===== config.mk =====
export PLATFORM = sky130hd
export DESIGN_NAME = pwm_host_ctrl
export DESIGN_NICKNAME = d
export VERILOG_FILES = /design/src/pwm_pkg.sv /design/src/pwm_host_ctrl.sv
export SDC_FILE = /design/constraint.sdc
export NUM_CORES = 1
export LEC_CHECK = 0
export ABC_AREA = 1
export BUFFER_PORTS_ARGS = -buffer_cell sky130_fd_sc_hd__buf_2
export CAP_MARGIN = 25
export CORE_UTILIZATION = 35
export DETAILED_ROUTE_END_ITERATION = 12
export GPL_ROUTABILITY_DRIVEN = 0
export SYNTH_ARGS = -nofsm -noshare
export SYNTH_HDL_FRONTEND = slang
export SYNTH_SLANG_ARGS = --single-unit

===== constraint.sdc =====
create_clock -name i_core_clk -period 4.5 [get_ports i_core_clk]
set_clock_uncertainty 0.05 [all_clocks]
set_input_delay 1.125 -clock i_core_clk [delete_from_list [all_inputs] [get_ports i_core_clk]]
set_output_delay 1.125 -clock i_core_clk [all_outputs]
set_load 0.01 [all_outputs]

===== src/pwm_pkg.sv =====
/*
 * Constants, register map and carrier types of the two-wire wiper host.
 * Assumes a 10 MHz core clock and a single open-drain two-wire link.
 */
`default_nettype none

package pwm_pkg;

    // Core clock and link timing
    localparam int unsigned CORE_CLK_HZ = 10_000_000;
    localparam int unsigned QUARTER_NS  = 700;   // Each quarter of a link clock period
    localparam int unsigned QUARTER_CYC =
        (QUARTER_NS * (CORE_CLK_HZ / 1_000_000) + 999) / 1000;

    // Host register offsets (byte addresses)
    localparam logic [3:0] REG_CTRL   = 4'h0;
    localparam logic [3:0] REG_WDATA  = 4'h4;
    localparam logic [3:0] REG_STATUS = 4'h8;
    localparam logic [3:0] REG_RDATA  = 4'hC;

    // Field positions
    localparam int unsigned CTRL_GO_WR  = 0;
    localparam int unsigned CTRL_GO_RD  = 1;
    localparam int unsigned CTRL_CNT_LO = 8;
    localparam int unsigned STAT_BUSY   = 0;
    localparam int unsigned STAT_NACK   = 1;
    localparam int unsigned STAT_DONE   = 2;
    localparam int unsigned FLD_HI_LO   = 8;

    // Values after reset and device map
    localparam logic [6:0] WIPER_RESET = 7'h40;   // Mid-scale, matches device preset
    localparam logic [7:0] WIPER_ADDR  = 8'h00;   // Offset of the wiper position register

    // Request from the software port
    typedef struct packed {
        logic [3:0]  addr;
        logic [31:0] wdata;
        logic        we;
        logic        re;
    } pwm_bus_req_t;

    // Link sequencer states
    typedef enum logic [6:0] {
        ST_IDLE  = 7'h01,
        ST_START = 7'h02,
        ST_TX    = 7'h04,
        ST_ACK   = 7'h08,
        ST_RX    = 7'h10,
        ST_MACK  = 7'h20,
        ST_STOP  = 7'h40
    } pwm_state_t;

endpackage

`default_nettype wire


===== src/pwm_host_ctrl.sv =====
/*
 * Two-wire bus master that writes and reads the wiper position register
 * of a volatile digital potentiometer.
 * Assumes pull-ups outside on both lines; the bench resolves the wires
 * from the enables. Software uses a plain strobe port, one-cycle reads.
 */
// The implementer's own choice: the strobed register port.
`default_nettype none

module pwm_host_ctrl
    import pwm_pkg::*;
#(
    parameter logic [6:0]  ID_ADDR = 7'h2A,   // Arbitrary neutral slave address
    parameter int unsigned QUARTER = QUARTER_CYC
)(
    // Clock and reset
    input  wire  logic                  i_core_clk,
    input  wire  logic                  i_srst,
    // Software register port
    input  wire  pwm_pkg::pwm_bus_req_t i_bus,
    output var   logic [31:0]           o_rdata,
    output var   logic                  o_busy,
    // Link pins, open drain
    input  wire  logic                  i_scl,
    output var   logic                  o_scl_o,
    output var   logic                  o_scl_oe,
    input  wire  logic                  i_sda,
    output var   logic                  o_sda_o,
    output var   logic                  o_sda_oe
);
    import pwm_pkg::*;

    localparam logic [15:0] Q_LAST = 16'(QUARTER - 1);

    pwm_state_t  state_ff, nxt_state;
    logic [1:0]  q_ff, nxt_q;
    logic [2:0]  bit_ff, nxt_bit;
    logic [7:0]  sh_ff, nxt_sh;
    logic [1:0]  step_ff, nxt_step;
    logic        rd_mode_ff, nxt_rd_mode;
    logic [7:0]  left_ff, nxt_left;
    logic [7:0]  rcnt_ff, nxt_rcnt;
    logic        ackn_ff, nxt_ackn;
    logic        nack_ff, done_ff;
    logic        nack_set, done_set;
    logic [6:0]  wiper_wr_ff;
    logic [7:0]  addr_byte_ff;
    logic [6:0]  rd_wiper_ff, nxt_rd_wiper;
    logic [15:0] div_ff;
    logic        scl_m_ff, scl_s_ff, sda_m_ff, sda_s_ff;

    // Byte sent at each step of a transfer
    function automatic logic [7:0] tx_byte(input logic [1:0] step, input logic rd,
                                           input logic [7:0] adr, input logic [6:0] wip);
        logic [7:0] b;
        b = {1'b0, wip};                          // Top bit of data kept zero
        if (step == 2'd0)
            b = {ID_ADDR, 1'b0};
        else if (step == 2'd1)
            b = adr;
        else if (rd)
            b = {ID_ADDR, 1'b1};
        return b;
    endfunction

    // Port decode
    wire idle     = (state_ff == ST_IDLE);
    wire wr_ctrl  = i_bus.we & (i_bus.addr == REG_CTRL);
    wire wr_wdata = i_bus.we & (i_bus.addr == REG_WDATA);
    wire wr_stat  = i_bus.we & (i_bus.addr == REG_STATUS);
    wire go_wr    = wr_ctrl & idle & i_bus.wdata[CTRL_GO_WR];
    wire go_rd    = wr_ctrl & idle & i_bus.wdata[CTRL_GO_RD] & ~i_bus.wdata[CTRL_GO_WR];
    wire [7:0] req_cnt = i_bus.wdata[CTRL_CNT_LO +: 8];

    // Quarter tick; stalls while a released clock is still held low
    wire stretch = ~o_scl_oe & ~scl_s_ff & ~idle;
    wire tick    = (div_ff == Q_LAST) & ~stretch;
    wire last_q  = tick & (q_ff == 2'd3);
    wire samp    = tick & (q_ff == 2'd2);

    // Pin levels wanted for the current quarter
    wire data_st  = (state_ff == ST_TX) | (state_ff == ST_RX) |
                    (state_ff == ST_ACK) | (state_ff == ST_MACK);
    wire nxt_scl_oe = ~idle & ~q_ff[1];           // Clock low in quarters 0 and 1
    wire sda_want = ((state_ff == ST_START) & (q_ff == 2'd3)) |
                    ((state_ff == ST_TX) & ~sh_ff[7]) |
                    ((state_ff == ST_MACK) & (left_ff != 8'h00)) |
                    ((state_ff == ST_STOP) & ((q_ff == 2'd1) | (q_ff == 2'd2)));
    // Hold data in quarter 0 so it never moves on the clock's falling edge
    wire nxt_sda_oe = idle ? 1'b0 :
                      (q_ff == 2'd0) ? o_sda_oe : sda_want;

    // Read mux
    wire [31:0] rd_mux =
        (i_bus.addr == REG_WDATA)  ? {16'h0000, addr_byte_ff, 1'b0, wiper_wr_ff} :
        (i_bus.addr == REG_STATUS) ? {29'h0000_0000, done_ff, nack_ff, ~idle} :
        (i_bus.addr == REG_RDATA)  ? {16'h0000, rcnt_ff, 1'b0, rd_wiper_ff} :
                                     32'h0000_0000;

    // Sequencer next state
    always_comb
    begin
        nxt_state    = state_ff;
        nxt_q        = tick ? q_ff + 2'd1 : q_ff;
        nxt_bit      = bit_ff;
        nxt_sh       = sh_ff;
        nxt_step     = step_ff;
        nxt_rd_mode  = rd_mode_ff;
        nxt_left     = left_ff;
        nxt_rcnt     = rcnt_ff;
        nxt_ackn     = ackn_ff;
        nxt_rd_wiper = rd_wiper_ff;
        nack_set     = 1'b0;
        done_set     = 1'b0;
        unique case (state_ff)
            ST_IDLE:
            begin
                nxt_q = 2'd0;
                if (go_wr | go_rd)
                begin
                    nxt_state   = ST_START;
                    nxt_step    = 2'd0;
                    nxt_rd_mode = go_rd;
                    nxt_left    = (req_cnt == 8'h00) ? 8'h01 : req_cnt;
                    nxt_rcnt    = 8'h00;
                end
            end
            ST_START:
                if (last_q)
                begin
                    nxt_state = ST_TX;
                    nxt_bit   = 3'd0;
                    nxt_sh    = tx_byte(step_ff, rd_mode_ff, addr_byte_ff, wiper_wr_ff);
                end
            ST_TX:
                if (last_q)
                begin
                    nxt_sh  = {sh_ff[6:0], 1'b0};
                    nxt_bit = bit_ff + 3'd1;
                    if (bit_ff == 3'd7)
                        nxt_state = ST_ACK;
                end
            ST_ACK:
            begin
                if (samp)
                    nxt_ackn = sda_s_ff;
                if (last_q)
                begin
                    nxt_bit = 3'd0;
                    if (ackn_ff)
                    begin
                        nack_set  = 1'b1;
                        nxt_state = ST_STOP;
                    end
                    else if (!rd_mode_ff && step_ff == 2'd2)
                        nxt_state = ST_STOP;
                    else if (rd_mode_ff && step_ff == 2'd1)
                    begin
                        nxt_state = ST_START;
                        nxt_step  = 2'd2;
                    end
                    else if (rd_mode_ff && step_ff == 2'd2)
                        nxt_state = ST_RX;
                    else
                    begin
                        nxt_state = ST_TX;
                        nxt_step  = step_ff + 2'd1;
                        nxt_sh    = tx_byte(step_ff + 2'd1, rd_mode_ff, addr_byte_ff,
                                            wiper_wr_ff);
                    end
                end
            end
            ST_RX:
            begin
                if (samp)
                    nxt_sh = {sh_ff[6:0], sda_s_ff};
                if (last_q)
                begin
                    nxt_bit = bit_ff + 3'd1;
                    if (bit_ff == 3'd7)
                    begin
                        nxt_state    = ST_MACK;
                        nxt_left     = left_ff - 8'h01;
                        nxt_rcnt     = rcnt_ff + 8'h01;
                        nxt_rd_wiper = sh_ff[6:0];
                    end
                end
            end
            ST_MACK:
                if (last_q)
                begin
                    nxt_bit   = 3'd0;
                    nxt_state = (left_ff == 8'h00) ? ST_STOP : ST_RX;
                end
            ST_STOP:
                if (last_q)
                begin
                    nxt_state = ST_IDLE;
                    done_set  = 1'b1;
                end
        endcase
    end

    // Input synchronisers
    always_ff @(posedge i_core_clk)
    begin
        scl_m_ff <= i_scl;
        scl_s_ff <= scl_m_ff;
        sda_m_ff <= i_sda;
        sda_s_ff <= sda_m_ff;
    end

    // Quarter divider; restarts at every tick
    always_ff @(posedge i_core_clk)
    begin
        if (i_srst || idle || tick)
            div_ff <= 16'h0000;
        else if (!stretch)
            div_ff <= div_ff + 16'h0001;
    end

    // Sequencer registers
    always_ff @(posedge i_core_clk)
    begin
        if (i_srst)
        begin
            state_ff    <= ST_IDLE;
            q_ff        <= 2'd0;
            bit_ff      <= 3'd0;
            sh_ff       <= 8'h00;
            step_ff     <= 2'd0;
            rd_mode_ff  <= 1'b0;
            left_ff     <= 8'h00;
            rcnt_ff     <= 8'h00;
            ackn_ff     <= 1'b0;
            rd_wiper_ff <= WIPER_RESET;
        end
        else
        begin
            state_ff    <= nxt_state;
            q_ff        <= nxt_q;
            bit_ff      <= nxt_bit;
            sh_ff       <= nxt_sh;
            step_ff     <= nxt_step;
            rd_mode_ff  <= nxt_rd_mode;
            left_ff     <= nxt_left;
            rcnt_ff     <= nxt_rcnt;
            ackn_ff     <= nxt_ackn;
            rd_wiper_ff <= nxt_rd_wiper;
        end
    end

    // Software registers; flag set beats a same-cycle clear
    always_ff @(posedge i_core_clk)
    begin
        if (i_srst)
        begin
            wiper_wr_ff  <= WIPER_RESET;
            addr_byte_ff <= WIPER_ADDR;
            nack_ff      <= 1'b0;
            done_ff      <= 1'b0;
        end
        else
        begin
            if (wr_wdata && idle)   // Frozen mid-transfer so the byte stays coherent
            begin
                wiper_wr_ff  <= i_bus.wdata[6:0];
                addr_byte_ff <= i_bus.wdata[FLD_HI_LO +: 8];
            end
            nack_ff <= nack_set | (nack_ff & ~(wr_stat & i_bus.wdata[STAT_NACK]));
            done_ff <= done_set | (done_ff & ~(wr_stat & i_bus.wdata[STAT_DONE]));
        end
    end

    // Registered outputs
    always_ff @(posedge i_core_clk)
    begin
        if (i_srst)
        begin
            o_rdata  <= 32'h0000_0000;
            o_busy   <= 1'b0;
            o_scl_o  <= 1'b0;
            o_scl_oe <= 1'b0;
            o_sda_o  <= 1'b0;
            o_sda_oe <= 1'b0;
        end
        else
        begin
            o_rdata  <= i_bus.re ? rd_mux : 32'h0000_0000;
            o_busy   <= ~(nxt_state == ST_IDLE);
            o_scl_o  <= 1'b0;
            o_scl_oe <= nxt_scl_oe;
            o_sda_o  <= 1'b0;
            o_sda_oe <= nxt_sda_oe;
        end
    end
endmodule // pwm_host_ctrl

`default_nettype wire


==> flow_metrics.tcl <==
set metrics [dict create \
    critPathBufInv 2 \
    power_report.internal_total_mw 1.43 \
    pwr_density_cell_nw_per_um2 308 \
    synthesis.instances 800 \
    synth_edf_count 0 \
    grt_antenna_before_repair 0 \
    yosys_register_bits 102 \
    synth-compound-area-share_pct 19.1 \
    power.share.switching_pct 23.4 \
    relative_slew_margins_pct 60.0 \
    timing.critical_path.mode_cell "nand2_1" \
    synth_cell_types 45 \
    yosysMostFrequentCell "nand2_1" \
    grt_pass1_vias 4526 \
    rows 45 \
    cts_resized 0 \
    final-setup-viol-count 0 \
    drt-vias-per-instance 4.98 \
    tritoncts_clock_tree "done" \
    design_power_total_mw 1.87 \
    pwr-share-comb_pct 5.1 \
    post_route_cells_drive_above_1_share_pct 10.7 \
    worst_skew_pair_latency_ns 0.36 \
    max-cap-violations 0 \
    timing.hold.worst.class "reg -> reg" \
    synth-async-reset-ratio_pct 0 \
    drtAntennaViolNets 0 \
    design.die.area_um2 16100 \
    drt_pass1_iterations 5 \
    fillCellCount 1611 \
    irDropWorstVdd_mv 0.189 \
    post-route-drc-count 0 \
    synth_xor_xnor_area_share_pct 0.642 \
    synth_top_family_by_area "simple AND/OR/NAND/NOR gates" \
    grt_usage_pct 17.8 \
    cts-root-buf "clkbuf_16" \
    floorplan.core_area_um2 15200 \
    floorplan.initialDensity_pct 35.9 \
    synth_top_area_share_pct 37.4 \
    crit_path_top_delay_cell "nand3_1" \
    synth.avg_cell_area_um2 6.82 \
    setup_repair_after_global_routing_missed_its_margin "no" \
    portBuffers 42 \
    yosysSeqAreaShare_pct 37.4 \
    synthAdderAreaFrac_pct 2.98 \
    worstMarginPinSlew_ns 0.598 \
    critical-path-top-delay-family "simple AND/OR/NAND/NOR gates" \
    worstSetupStartpointType "input port" \
    place_area_um2 5750 \
    fin_tns_setup_ns 0 \
    max_clock_freq_mhz 371 \
    io-pin-count 79 \
    synth_simple_gate_area_share_pct 27.9 \
    grt_first_pass_wirelength_mm 22.7 \
    multi_input_comb_area_um2 2840 \
    switching_power_total_mw 0.437 \
    layout-area-overhead-vs-synth_pct 11.5 \
    max-clock-path-buffers 2 \
    preCtsSetupSlack_ns 1.47 \
    clk_transition_reported_paths_ns 0.07 \
    crit_path_max_incr_delay_ns 0.42 \
    synth.yosys.warnings 0 \
    dieWidth_um 127 \
    leakage_power_total_nw 2.70 \
    antenna-diode-count 0 \
    power_frac_clock_pct 45.9 \
    drv_slew 0 \
    synth_area_leader_cell "dfxtp_1" \
    clk_sinks 102 \
    critPathMaxFanout 6 \
    fin_crit_ns 2.69 \
    detailroute.via_count 5113 \
    final-hold-violation-count 0 \
    routed_wire_length_per_instance_um 13.5 \
    netlist_top_cells_area "dfxtp_1, nand2_1, a21oi_1" \
    postRouteWirelength_mm 13.9 \
    fin_area_um2 6080 \
    finalCoreUtilization_pct 40.0 \
    dr.first_iter.drc_count 472 \
    largest_net_degree_at_the_start_of_global_routing 31 \
    fin_crit_sh_pct 59.9 \
    path_cells "buf_2 > inv_1 > nand2_1 > nor3_1 > nand3_1 > nand3_1 > nand2_1 > nand2_1 > nand2_1 > nor2_1 > nand3_1 > nor2_1 > nor2_1" \
    layout.nets 888 \
    seqCellArea_um2 2040 \
    worst-endpoint-required_ns 4.67 \
    grt_remaining_overflow 0 \
    critical_path_arrival_ns 2.87 \
    cell_area_after_synthesis_um2 5460 \
    share_seq_of_total_power_pct 49.0 \
    post_cts_hold_buffer_count 0 \
    worstSetupEndpointType "flop" \
    dp_hpwl_mm 10.2 \
    outcome "finished clean" \
    cts_made_buffers 9 \
    timing_worst_setup_path_type "in -> reg" \
    cts-htree-levels 3 \
    yosys-mux-area-fraction_pct 0 \
    cts_setup_buffers 0 \
    synthFlopType "dfxtp_1" \
    final_critical_path_setup_slack_ns 1.81 \
    die-height_um 127 \
    leading_post_synthesis_cells_by_instance_count "nand2_1, dfxtp_1, inv_1, nor2_1, a21oi_1" \
]
final cells by class:
class	instances	area share, %
Clock inverter	7	1.69
Timing Repair Buffer	46	3.95
Inverter	105	6.52
Multi-Input combinational cell	569	46.7
Clock buffer	9	3.70
Tap cell	188	3.87
Sequential cell	102	33.6
path summary, 6_finish.rpt:
| kind | start | end | slack, ns | cells after the start |
|---|---|---|---|---|
| setup / recovery | i_bus[37] | o_busy | 1.81 | 13 |
| hold / removal | scl_m_ff | scl_s_ff | 0.28 | 0 |
| setup reg to reg | state_ff[3] | left_ff[2] | 1.94 | 10 |
| hold reg to reg | scl_m_ff | scl_s_ff | 0.28 | 0 |
metal layers:
| layer | part of all wire [%] | wire length (um) | up-vias | global-route usage (%) |
|---|---|---|---|---|
| li1 | - | - | 2667 | - |
| met1 | 51 | 7050 | 2325 | 25.4 |
| met2 | 44 | 6040 | 107 | 27.3 |
| met3 | 4.2 | 583 | 14 | 3.08 |
| met4 | 1.3 | 182 | 0 | 5.25 |
| met5 | 0 | 0 | - | 0 |
cells in the final DEF (no fill, tap or decap), types with 2 or more instances in the layout:
| cell type | count |
|---|---|
| nor3_1 | 16 |
| conb_1 | 19 |
| o21ai_0 | 62 |
| o2111ai_1 | 4 |
| nand4_1 | 13 |
| o21a_1 | 3 |
| clkinv_2 | 3 |
| xor2_1 | 3 |
| nor2_2 | 3 |
| o21ai_2 | 2 |
| nand2_1 | 155 |
| a21oi_1 | 85 |
| dfxtp_1 | 102 |
| o21ai_1 | 3 |
| nand3_1 | 42 |
| a31oi_1 | 6 |
| nor2_1 | 96 |
| nor2_4 | 2 |
| o211ai_1 | 5 |
| buf_2 | 42 |
| a22oi_1 | 2 |
| nand2_4 | 4 |
| inv_6 | 2 |
| clkbuf_16 | 9 |
| nand3_4 | 2 |
| inv_2 | 7 |
| nor4_1 | 4 |
| buf_4 | 4 |
| a211oi_1 | 9 |
| nand2_2 | 3 |
| inv_1 | 96 |
| ha_1 | 13 |
| bufinv_16 | 2 |
power groups by stage:
stage,Sequential [mW],Combinational [mW],Clock (mW)
finish,0.917,0.0954,0.860
global route,0.918,0.108,0.920
CTS,0.917,0.0948,0.879
detailed placement,0.938,0.0942,0
global placement,0.938,0.0940,0
floorplan,0.936,0.0756,0
sequential cells by signal (all words and copies together) (netlist names):
| signal | count |
|---|---|
| ackn_ff | 1 |
| addr_byte_ff | 8 |
| bit_ff | 3 |
| div_ff | 16 |
| done_ff | 1 |
| left_ff | 8 |
| nack_ff | 1 |
| o_busy | 1 |
| o_rdata | 15 |
| o_scl_oe | 1 |
| o_sda_oe | 1 |
| q_ff | 2 |
| rcnt_ff | 8 |
| rd_mode_ff | 1 |
| rd_wiper_ff | 7 |
| scl_m_ff | 1 |
| scl_s_ff | 1 |
| sda_m_ff | 1 |
| sda_s_ff | 1 |
| sh_ff | 8 |
| state_ff | 7 |
| step_ff | 2 |
| wiper_wr_ff | 7 |
per-stage QoR:
step	cells	hold slack, ns
6_report	1026	0.280
5_1_grt	1026	0.299
4_1_cts	1025	0.281
3_5_place_dp	1009	0.264
3_3_place_gp	1008	0.263
2_1_floorplan	818	0.260
kinds of logic after synthesis:
| group | Yosys count |
|---|---|
| AOI/OAI and AO/OA | 188 |
| other | 1 |
| buffers and inverters | 147 |
| DFF | 102 |
| and+or+nand+nor | 345 |
| adders and majority gates | 13 |
| xor gates and xnor gates | 4 |
Power figures use the tool's default switching activity.
